File: src/rtl/pdt_pkg.sv
// Purpose : Shared constants and types of the prescaled down counter timer.
// Assumes : Classic Wishbone slave, 32-bit data, byte address = 4 * register index.
// Notes   : Register indices are kept as printed; the bus decodes adr[11:2].
package pdt_pkg;

    // ********************************************************************
    // Register map
    // ********************************************************************
    localparam logic [9:0] PDT_IDX_PRESCALER = 10'h0d2;
    localparam logic [9:0] PDT_IDX_COUNT     = 10'h0d3;
    localparam logic [9:0] PDT_IDX_STATCTRL  = 10'h0d4;
    localparam logic [9:0] PDT_IDX_IRQ_STAT  = 10'h0d5;
    localparam logic [9:0] PDT_IDX_IRQ_EN    = 10'h0d6;
    localparam logic [9:0] PDT_IDX_IRQ_CLR   = 10'h0d7;

    // ********************************************************************
    // Status/control field positions
    // ********************************************************************
    localparam int PDT_BIT_ZERO   = 7;
    localparam int PDT_BIT_IRQEN  = 6;
    localparam int PDT_BIT_RSV1   = 5;
    localparam int PDT_BIT_RUN    = 3;
    localparam int PDT_DIV_LSB    = 0;
    localparam int PDT_BIT_EV_ZERO = 0;

    // ********************************************************************
    // Reset values and the count-one compare value
    // ********************************************************************
    localparam logic [6:0] PDT_PRESCALER_INIT = 7'h7f;
    localparam logic [7:0] PDT_COUNT_RST      = 8'h00;
    localparam logic [7:0] PDT_STATCTRL_RST   = 8'h00;
    localparam logic [0:0] PDT_IRQ_RST        = 1'h0;
    localparam logic [7:0] PDT_COUNT_ONE      = 8'h01;

    // ********************************************************************
    // Module state
    // ********************************************************************
    typedef struct packed {
        logic [6:0]  prescaler;
        logic [7:0]  count;
        logic        zero_reached_flag;
        logic        timer_irq_enable;
        logic        reserved_set_one;
        logic        spare_bit4;
        logic        prescaler_init_run;
        logic [2:0]  div_select;
        logic [0:0]  irq_status;
        logic [0:0]  irq_enable;
        logic        ack;
        logic [31:0] rdata;
    } pdt_state_t;

endpackage

File: src/rtl/pdt_timer.sv
// Purpose : 8-bit down counter timer behind a 7-bit prescaler, Wishbone slave.
// Assumes : Single clock mclk, synchronous active-low reset rst_n.
// Notes   : Ack one cycle after request; unmapped addresses ack and read zero.
//
// Behaviour
// - Count write beats simultaneous zero decrement
// - Counter and prescaler readable at any time
// - Zero flag bit 7 set on zero
// - Interrupt when enable bit 6 and flag
// - Run bit low holds prescaler 7Fh, stopped
// - Run bit high lets prescaler count down
// - Select bits choose divide 1 to 128
// - Counter is 8-bit read/write value
//
// Local design decision: the Wishbone register port.
`timescale 1ns/1ps

module pdt_timer
    import pdt_pkg::*;
(
    input  wire logic        mclk,
    input  wire logic        rst_n,
    input  wire logic        cyc_i,
    input  wire logic        stb_i,
    input  wire logic        we_i,
    input  wire logic [11:0] adr_i,
    input  wire logic [3:0]  sel_i,
    input  wire logic [31:0] dat_i,
    output logic      [31:0] dat_o,
    output logic             ack_o,
    output logic             irq_o
);

    // ********************************************************************
    // State
    // ********************************************************************
    pdt_state_t st_ff;
    pdt_state_t nxt_st;

    logic        req;
    logic        wr_take;
    logic [9:0]  idx;
    logic        wr_psc;
    logic        wr_cnt;
    logic        wr_tsc;
    logic        wr_ien;
    logic        wr_clr;
    logic [6:0]  div_mask;
    logic        tick;
    logic        zero_event;
    logic [7:0]  tsc_view;
    logic [31:0] rd_mux;

    assign req     = cyc_i & stb_i;
    assign wr_take = req & we_i & sel_i[0] & st_ff.ack;
    assign idx     = adr_i[11:2];
    assign wr_psc  = wr_take & (idx == PDT_IDX_PRESCALER);
    assign wr_cnt  = wr_take & (idx == PDT_IDX_COUNT);
    assign wr_tsc  = wr_take & (idx == PDT_IDX_STATCTRL);
    assign wr_ien  = wr_take & (idx == PDT_IDX_IRQ_EN);
    assign wr_clr  = wr_take & (idx == PDT_IDX_IRQ_CLR);

    // ********************************************************************
    // Prescaler tick
    // ********************************************************************
    // Division select mask
    assign div_mask = 7'((8'h01 << st_ff.div_select) - 8'h01);
    assign tick     = st_ff.prescaler_init_run & ((st_ff.prescaler & div_mask) == 7'h00);
    assign zero_event = tick & (st_ff.count == PDT_COUNT_ONE);

    assign tsc_view = {st_ff.zero_reached_flag, st_ff.timer_irq_enable,
                       st_ff.reserved_set_one, st_ff.spare_bit4,
                       st_ff.prescaler_init_run, st_ff.div_select};

    // ********************************************************************
    // Read mux
    // ********************************************************************
    always_comb begin
        rd_mux = 32'h0000_0000;
        case (idx)
            PDT_IDX_PRESCALER: rd_mux = {25'h0000000, st_ff.prescaler};
            PDT_IDX_COUNT:     rd_mux = {24'h000000, st_ff.count};
            PDT_IDX_STATCTRL:  rd_mux = {24'h000000, tsc_view};
            PDT_IDX_IRQ_STAT:  rd_mux = {31'h00000000, st_ff.irq_status};
            PDT_IDX_IRQ_EN:    rd_mux = {31'h00000000, st_ff.irq_enable};
            default:           rd_mux = 32'h0000_0000;
        endcase
    end

    // ********************************************************************
    // Next state
    // ********************************************************************
    always_comb begin
        nxt_st = st_ff;

        nxt_st.ack = req & ~st_ff.ack;
        if (req & ~st_ff.ack) begin
            nxt_st.rdata = rd_mux;
        end

        if (!st_ff.prescaler_init_run) begin
            nxt_st.prescaler = PDT_PRESCALER_INIT;
        end else begin
            nxt_st.prescaler = st_ff.prescaler - 7'h01;
        end
        // A stopped prescaler ignores writes and stays at 7Fh
        if (wr_psc & st_ff.prescaler_init_run) begin
            nxt_st.prescaler = dat_i[6:0];
        end

        if (tick) begin
            nxt_st.count = st_ff.count - 8'h01;
        end
        if (wr_cnt) begin
            nxt_st.count = dat_i[7:0];
        end

        if (wr_tsc) begin
            nxt_st.zero_reached_flag  = dat_i[PDT_BIT_ZERO];
            nxt_st.timer_irq_enable   = dat_i[PDT_BIT_IRQEN];
            nxt_st.reserved_set_one   = dat_i[PDT_BIT_RSV1];
            nxt_st.spare_bit4         = dat_i[PDT_BIT_RSV1-1];
            nxt_st.prescaler_init_run = dat_i[PDT_BIT_RUN];
            nxt_st.div_select         = dat_i[PDT_DIV_LSB +: 3];
            if (!dat_i[PDT_BIT_RUN]) begin
                nxt_st.prescaler = PDT_PRESCALER_INIT;
            end
        end

        if (zero_event & ~wr_cnt) begin
            nxt_st.zero_reached_flag = 1'b1;
            nxt_st.irq_status[PDT_BIT_EV_ZERO] = 1'b1;
        end

        if (wr_ien) begin
            nxt_st.irq_enable = dat_i[0:0];
        end
        if (wr_clr & dat_i[PDT_BIT_EV_ZERO] & ~(zero_event & ~wr_cnt)) begin
            nxt_st.irq_status[PDT_BIT_EV_ZERO] = 1'b0;
        end
    end

    // ********************************************************************
    // Registers
    // ********************************************************************
    always_ff @(posedge mclk) begin
        if (!rst_n) begin
            st_ff.prescaler          <= PDT_PRESCALER_INIT;
            st_ff.count              <= PDT_COUNT_RST;
            st_ff.zero_reached_flag  <= PDT_STATCTRL_RST[PDT_BIT_ZERO];
            st_ff.timer_irq_enable   <= PDT_STATCTRL_RST[PDT_BIT_IRQEN];
            st_ff.reserved_set_one   <= PDT_STATCTRL_RST[PDT_BIT_RSV1];
            st_ff.spare_bit4         <= PDT_STATCTRL_RST[PDT_BIT_RSV1-1];
            st_ff.prescaler_init_run <= PDT_STATCTRL_RST[PDT_BIT_RUN];
            st_ff.div_select         <= PDT_STATCTRL_RST[PDT_DIV_LSB +: 3];
            st_ff.irq_status         <= PDT_IRQ_RST;
            st_ff.irq_enable         <= PDT_IRQ_RST;
            st_ff.ack                <= 1'b0;
            st_ff.rdata              <= 32'h0000_0000;
        end else begin
            st_ff <= nxt_st;
        end
    end

    assign dat_o = st_ff.rdata;
    assign ack_o = st_ff.ack;
    assign irq_o = (st_ff.zero_reached_flag & st_ff.timer_irq_enable)
                 | |(st_ff.irq_status & st_ff.irq_enable);

endmodule

File: config.mk
export PLATFORM = sky130hd
export DESIGN_NAME = pdt_timer
export DESIGN_NICKNAME = d
export VERILOG_FILES = /design/src/rtl/pdt_pkg.sv /design/src/rtl/pdt_timer.sv
export SDC_FILE = /design/constraint.sdc
export NUM_CORES = 1
export LEC_CHECK = 0
export ABC_AREA = 1
export BUFFER_PORTS_ARGS = -buffer_cell sky130_fd_sc_hd__buf_2
export CAP_MARGIN = 20
export CORE_UTILIZATION = 42
export CTS_BUF_LIST = sky130_fd_sc_hd__clkbuf_4 sky130_fd_sc_hd__clkbuf_8
export CTS_CLUSTER_SIZE = 30
export DETAILED_ROUTE_END_ITERATION = 10
export GPL_ROUTABILITY_DRIVEN = 1
export PLACE_DENSITY = 0.68
export SLEW_MARGIN = 40
export SYNTH_ARGS = -nofsm -noshare
export SYNTH_HDL_FRONTEND = slang
export SYNTH_SLANG_ARGS = --single-unit
File: constraint.sdc
create_clock -name mclk -period 2.2 [get_ports mclk]
set_clock_uncertainty 0.05 [all_clocks]
set_input_delay 0.33 -clock mclk [delete_from_list [all_inputs] [get_ports mclk]]
set_output_delay 0.33 -clock mclk [all_outputs]
set_load 0.02 [all_outputs]
==> flow_summary.json, run 1 <==
{
  "grt_use_met2_pct": 31.9,
  "dp_slack_ns": 0.453,
  "cts_tree": "built",
  "crit_type": "register to register",
  "io_pins": 87,
  "powerDensity_nw_per_um2": 516,
  "grt_antenna_before_repair": 0,
  "regToRegStartpoint": "ack_o$_SDFF_PN0_",
  "maxSlewHeadroom_pct": 66.0,
  "drv_cap": 0,
  "synth_edf_count": 0,
  "antenna_cells": 0,
  "synth_area_um2": 2350,
  "ys_async_sr_fraction_pct": 0,
  "die_x_um": 76.9,
  "layout_common_cells": "nand2_1 (88), nand3_1 (40), dfxtp_1 (34)",
  "synthToLayoutAreaGrowth_pct": 8.24,
  "wire_per_inst_um": 12.4,
  "final_nets": 447,
  "startpoint": "ack_o$_SDFF_PN0_",
  "ys_types": 28,
  "clock_latency_ns": 0.29,
  "busiest_layer": "met2",
  "grt_max_degree": 30,
  "hpwlAfterDp_um": 4360,
  "hold_path_class": "primary input to register",
  "drc": 0,
  "reg2reg_depth": 7,
  "routabilityCongestion": 0.963,
  "cts_resized": 0,
  "cts_root_buffer": "clkbuf_8",
  "syn_inst": 364,
  "track_usage_pct": 20.3,
  "syn_avg_cell_area_um2": 6.47,
  "tightestPinTransition_ns": 0.509,
  "synth-seq-cells": 34,
  "cts_sinks": 34,
  "fin_tns_setup_ns": 0,
  "initial_core_util_pct": 45.0,
  "die_area_um2": 5910,
  "met1_usage_pct": 27.8,
  "nFillCells": 562,
  "grt_pass1_wl_um": 9600,
  "reg2reg_slack_ns": 0.61,
  "cts_made_buffers": 5,
  "design.core.area_um2": 5240,
  "clk_pin_slew_worst_paths_ns": 0.07,
  "rsz0062_at_grt": "false",
  "ys_seq_area_share_pct": 28.9,
  "final_common_cell": "nand2_1",
  "endpoint": "st_ff[44]$_SDFFE_PN0P_",
  "grt_remaining_overflow": 0,
  "leakage_nw": 1.17,
  "worstPathArrival_ns": 1.73,
  "finalHoldViolCount": 0,
  "yosys_warnings": 0,
  "setup_viol": 0,
  "fin_ws_ns": 0.607,
  "portBuffers": 33,
  "end_kind": "register",
  "use_met3_pct": 2.86,
  "cts_setup_buffers": 0,
  "slew_violations": 0,
  "post-route-cell-area_um2": 2550,
  "via_count": 2369,
  "h-tree-depth": 2,
  "wl_um": 5710,
  "synth_ff_type": "dfxtp_1",
  "clk_path_buf_depth": 2,
  "final_core_util_pct": 48.7,
  "num_rows": 26,
  "grt_pass1_vias": 2079,
  "drtIter0Drc": 127,
  "cp_data_required_time_ns": 2.34,
  "avgViaCountPerCell": 5.13,
  "max_freq_ghz": 0.628,
  "die_h_um": 76.9,
  "period_share_pct": 72.4,
  "ant_nets": 0,
  "placed_area_um2": 2440,
  "reg2reg_to": "st_ff[44]$_SDFFE_PN0P_",
  "drive_above_1_share_pct": 16.3,
  "post-route-min-period_ns": 1.59,
  "drt-pass1-iter-count": 5,
  "run_status": "finished clean",
  "holdBufCountCts": 0,
  "vdd_drop_max_mv": 0.386,
  "worst-path-max-fanout": 10,
  "worst_setup_path_start_kind": "register"
}
## power breakdown
part	total [mW]	internal, mW	switching (mW)
logic	0.128	0.0296	0.0982
registers	0.618	0.617	0.00105
clock network	0.569	0.333	0.236
## area by class of cell
| type | instances | area (um2) | area share, % |
|---|---|---|---|
| multi-input combinational | 278 | 1340 | 52.5 |
| sequential | 34 | 681 | 26.7 |
| timing repair buffer | 39 | 210 | 8.25 |
| inverter | 33 | 124 | 4.86 |
| tap | 70 | 87.6 | 3.44 |
| clock buffer | 5 | 68.8 | 2.70 |
| clock inverter | 3 | 40.0 | 1.57 |
## worst min path at each step
| stage | slack [ns] | depth (start not counted) | to | from |
|---|---|---|---|---|
| after floorplan | 0.39 | 2 | st_ff[33]$_SDFFE_PN0P_ | st_ff[33]$_SDFFE_PN0P_ |
| after global placement | 0.40 | 2 | dat_o[3]$_SDFFE_PN0P_ | dat_o[3]$_SDFFE_PN0P_ |
| after detailed placement | 0.40 | 2 | dat_o[3]$_SDFFE_PN0P_ | dat_o[3]$_SDFFE_PN0P_ |
| after CTS | 0.24 | 3 | st_ff[53]$_SDFF_PN1_ | dat_i[2] |
| after global routing | 0.26 | 3 | st_ff[53]$_SDFF_PN1_ | dat_i[2] |
| final | 0.25 | 3 | st_ff[53]$_SDFF_PN1_ | dat_i[2] |
## cells by family after synthesis
group / synth area share [%]
simple gates: 39.6
buf+inv: 18.1
compound gates: 10.5
flops: 28.9
xor+xnor: 1.12
fa+ha+maj: 1.59
other cells: 0.159
## worst max-delay path, cell delays in order, from the launching register on
cell and delay (ns):
dfxtp_1 0.36, nand2_1 0.10, nor2_4 0.23, nand3_2 0.27
nand2_2 0.26, inv_1 0.06, nor2_1 0.10, nor2_1 0.05
## cells in the mapped netlist, types with 4 or more instances
master | number | share of area (%)
inv_1 | 31 | 4.9
nor2_1 | 27 | 4.3
a21oi_1 | 27 | 5.7
nand2_1 | 88 | 14
dfxtp_1 | 34 | 29
nand3_1 | 40 | 8.5
nand4_1 | 25 | 6.6
nor2_2 | 4 | 1.1
nand2_2 | 5 | 1.3
buf_4 | 33 | 11
o21ai_0 | 19 | 4.0
## state kept, by name (all words and copies together), names as in the netlist
signal	count
st_ff	25
dat_o	8
ack_o	1
## per-layer routing
| metal | wire (um) | up-vias |
|---|---|---|
| met2 | 2500 | 96 |
| met5 | 0 | - |
| met4 | 88 | 0 |
| met1 | 2710 | 1064 |
| li1 | - | 1201 |
| met3 | 411 | 8 |
## metrics by stage
stage / power [mW] / std cells / hold WS [ns]
floorplan: 0.750 / 387 / 0.389
detailed placement: 0.758 / 454 / 0.404
global placement: 0.757 / 454 / 0.402
global route: 1.36 / 462 / 0.260
CTS: 1.32 / 462 / 0.243
finish: 1.31 / 462 / 0.245
Power figures use the tool's default switching activity.
==> run 2: changes to the inputs <==
==> constraint.sdc (replaced) <==
create_clock -name mclk -period 1.5 [get_ports mclk]
set_clock_uncertainty 0.05 [all_clocks]
set_input_delay 0.225 -clock mclk [delete_from_list [all_inputs] [get_ports mclk]]
set_output_delay 0.225 -clock mclk [all_outputs]
set_load 0.02 [all_outputs]
==> flow_summary.json, run 2 (synthesis gave the netlist of run 1 again) <==
{
  "run_status": "finished clean",
  "hold_ws_ns": 0.151,
  "cp_data_required_time_ns": 1.67,
  "rsz0062_at_grt": "false",
  "ant_nets": 0,
  "antenna_cells": 0,
  "design.core.area_um2": 5240,
  "die_x_um": 76.9,
  "h-tree-depth": 2,
  "post-route-min-period_ns": 1.37,
  "powerDensity_nw_per_um2": 698,
  "p_switching_mw": 0.492,
  "die_h_um": 76.9,
  "cts_root_buffer": "clkbuf_8",
  "cpMaxStageDelayCell": "dfxtp_1",
  "pwr-share-clk_pct": 42.9,
  "worst-path-max-fanout": 7,
  "worst_setup_path_start_kind": "register",
  "placed_cells": 478,
  "drc": 0,
  "final_nets": 473,
  "post-route-cell-area_um2": 2780,
  "io_pins": 87,
  "worstPathCellList": "nand2_1 -> nand2_1 -> nand2_1 -> nand3_1 -> nand2_1 -> nand2_2 -> buf_4 -> nand3_1 -> a21oi_1",
  "fin_tns_setup_ns": 0,
  "placed_area_um2": 2620,
  "crit_type": "register to register",
  "layoutNonFillerInstCount": 488,
  "grt_pass1_wl_um": 10200,
  "slowest_delay_ns": 0.40,
  "drt-pass1-iter-count": 5,
  "cts_made_buffers": 5,
  "drive_above_1_share_pct": 22.5,
  "grt_pass1_vias": 2174,
  "layout_common_cells": "nand2_1 (88), nand3_1 (40), buf_2 (33)",
  "hold_path_class": "primary input to register",
  "critPathMostFrequentCell": "nand2_1",
  "nFillCells": 544,
  "internal_power_mw": 1.45,
  "largest_reg_flops": 25,
  "busiest_layer": "met2",
  "grt_max_degree": 25,
  "cts_sinks": 34,
  "setup_viol": 0,
  "hpwlAfterDp_um": 4820,
  "top_register": "st_ff",
  "portBuffers": 33,
  "synthToLayoutAreaGrowth_pct": 18.1,
  "initial_core_util_pct": 45.0,
  "num_rows": 26,
  "clock_latency_ns": 0.28,
  "dp_slack_ns": 0.0275,
  "worstPathArrival_ns": 1.53,
  "via_count": 2458,
  "clk_path_buf_depth": 2,
  "leakage_nw": 1.32,
  "vdd_drop_max_mv": 0.548,
  "wl_um": 6150,
  "comb_power_share_pct": 10.4,
  "track_usage_pct": 21.7,
  "final_common_cell": "nand2_1",
  "grt_antenna_before_repair": 0,
  "slew_violations": 0,
  "power_frac_seq_pct": 46.7,
  "period_share_pct": 91.2,
  "drtIter0Drc": 122,
  "grt_remaining_overflow": 0,
  "routabilityCongestion": 0.926,
  "grt_use_met2_pct": 34.8,
  "end_kind": "register",
  "max_freq_ghz": 0.731,
  "wire_per_inst_um": 12.6,
  "drv_cap": 0,
  "clk_pin_slew_worst_paths_ns": 0.07,
  "final_core_util_pct": 53.1,
  "cts_tree": "built",
  "finalHoldViolCount": 0,
  "die_area_um2": 5910,
  "avgViaCountPerCell": 5.04,
  "met1_usage_pct": 28.6,
  "fin_ws_ns": 0.132,
  "swShare_pct": 25.4,
  "use_met3_pct": 3.69,
  "total_power_mw": 1.94
}
## run 2: layout make-up
class                      instances  area, um2  area share (%)
timing repair buffer              65        418            15.0
tap                               70       87.6            3.15
multi-input combinational        278       1360            48.8
inverter                          33        124            4.46
sequential                        34        684            24.6
clock buffer                       5       68.8            2.48
clock inverter                     3       40.0            1.44
## run 2: power by group through the flow
stage	logic (mW)	registers [mW]	clock network, mW
2_1_floorplan	0.172	0.929	0
3_5_place_dp	0.197	0.928	0
5_1_grt	0.220	0.906	0.885
6_report	0.202	0.907	0.831
3_3_place_gp	0.196	0.927	0
4_1_cts	0.198	0.907	0.841
## run 2: path summary, 6_finish.rpt
check,start,endpoint,slack [ns],cells past startpoint
max reg2reg,st_ff[57]$_SDFF_PN1_,st_ff[45]$_SDFFE_PN0P_,0.13,9
max,st_ff[57]$_SDFF_PN1_,st_ff[45]$_SDFFE_PN0P_,0.13,9
min,dat_i[6],st_ff[57]$_SDFF_PN1_,0.15,3
min reg2reg,dat_o[3]$_SDFFE_PN0P_,dat_o[3]$_SDFFE_PN0P_,0.41,2
## run 2: critical path: cells and delay by family (launching register included)
family,cells,cell delay [ns]
AO/OA/AOI/OAI,1,0.16
buffers and inverters,1,0.16
flip-flops,1,0.40
AND/OR/NAND/NOR,7,0.51
## run 2: timing repair
item | in CTS | in global routing
buffers inserted | 0 | 2
setup endpoints to repair | 0 | 12
hold buffers | 0 | 0
gates resized for setup | 0 | 7
## run 2: routing by layer
layer | vias up | share of wire (%) | routed length [um]
met5 | - | 0 | 0
met4 | 0 | 1.7 | 107
met3 | 12 | 7.1 | 437
met2 | 92 | 44 | 2730
met1 | 1099 | 47 | 2870
li1 | 1255 | - | -
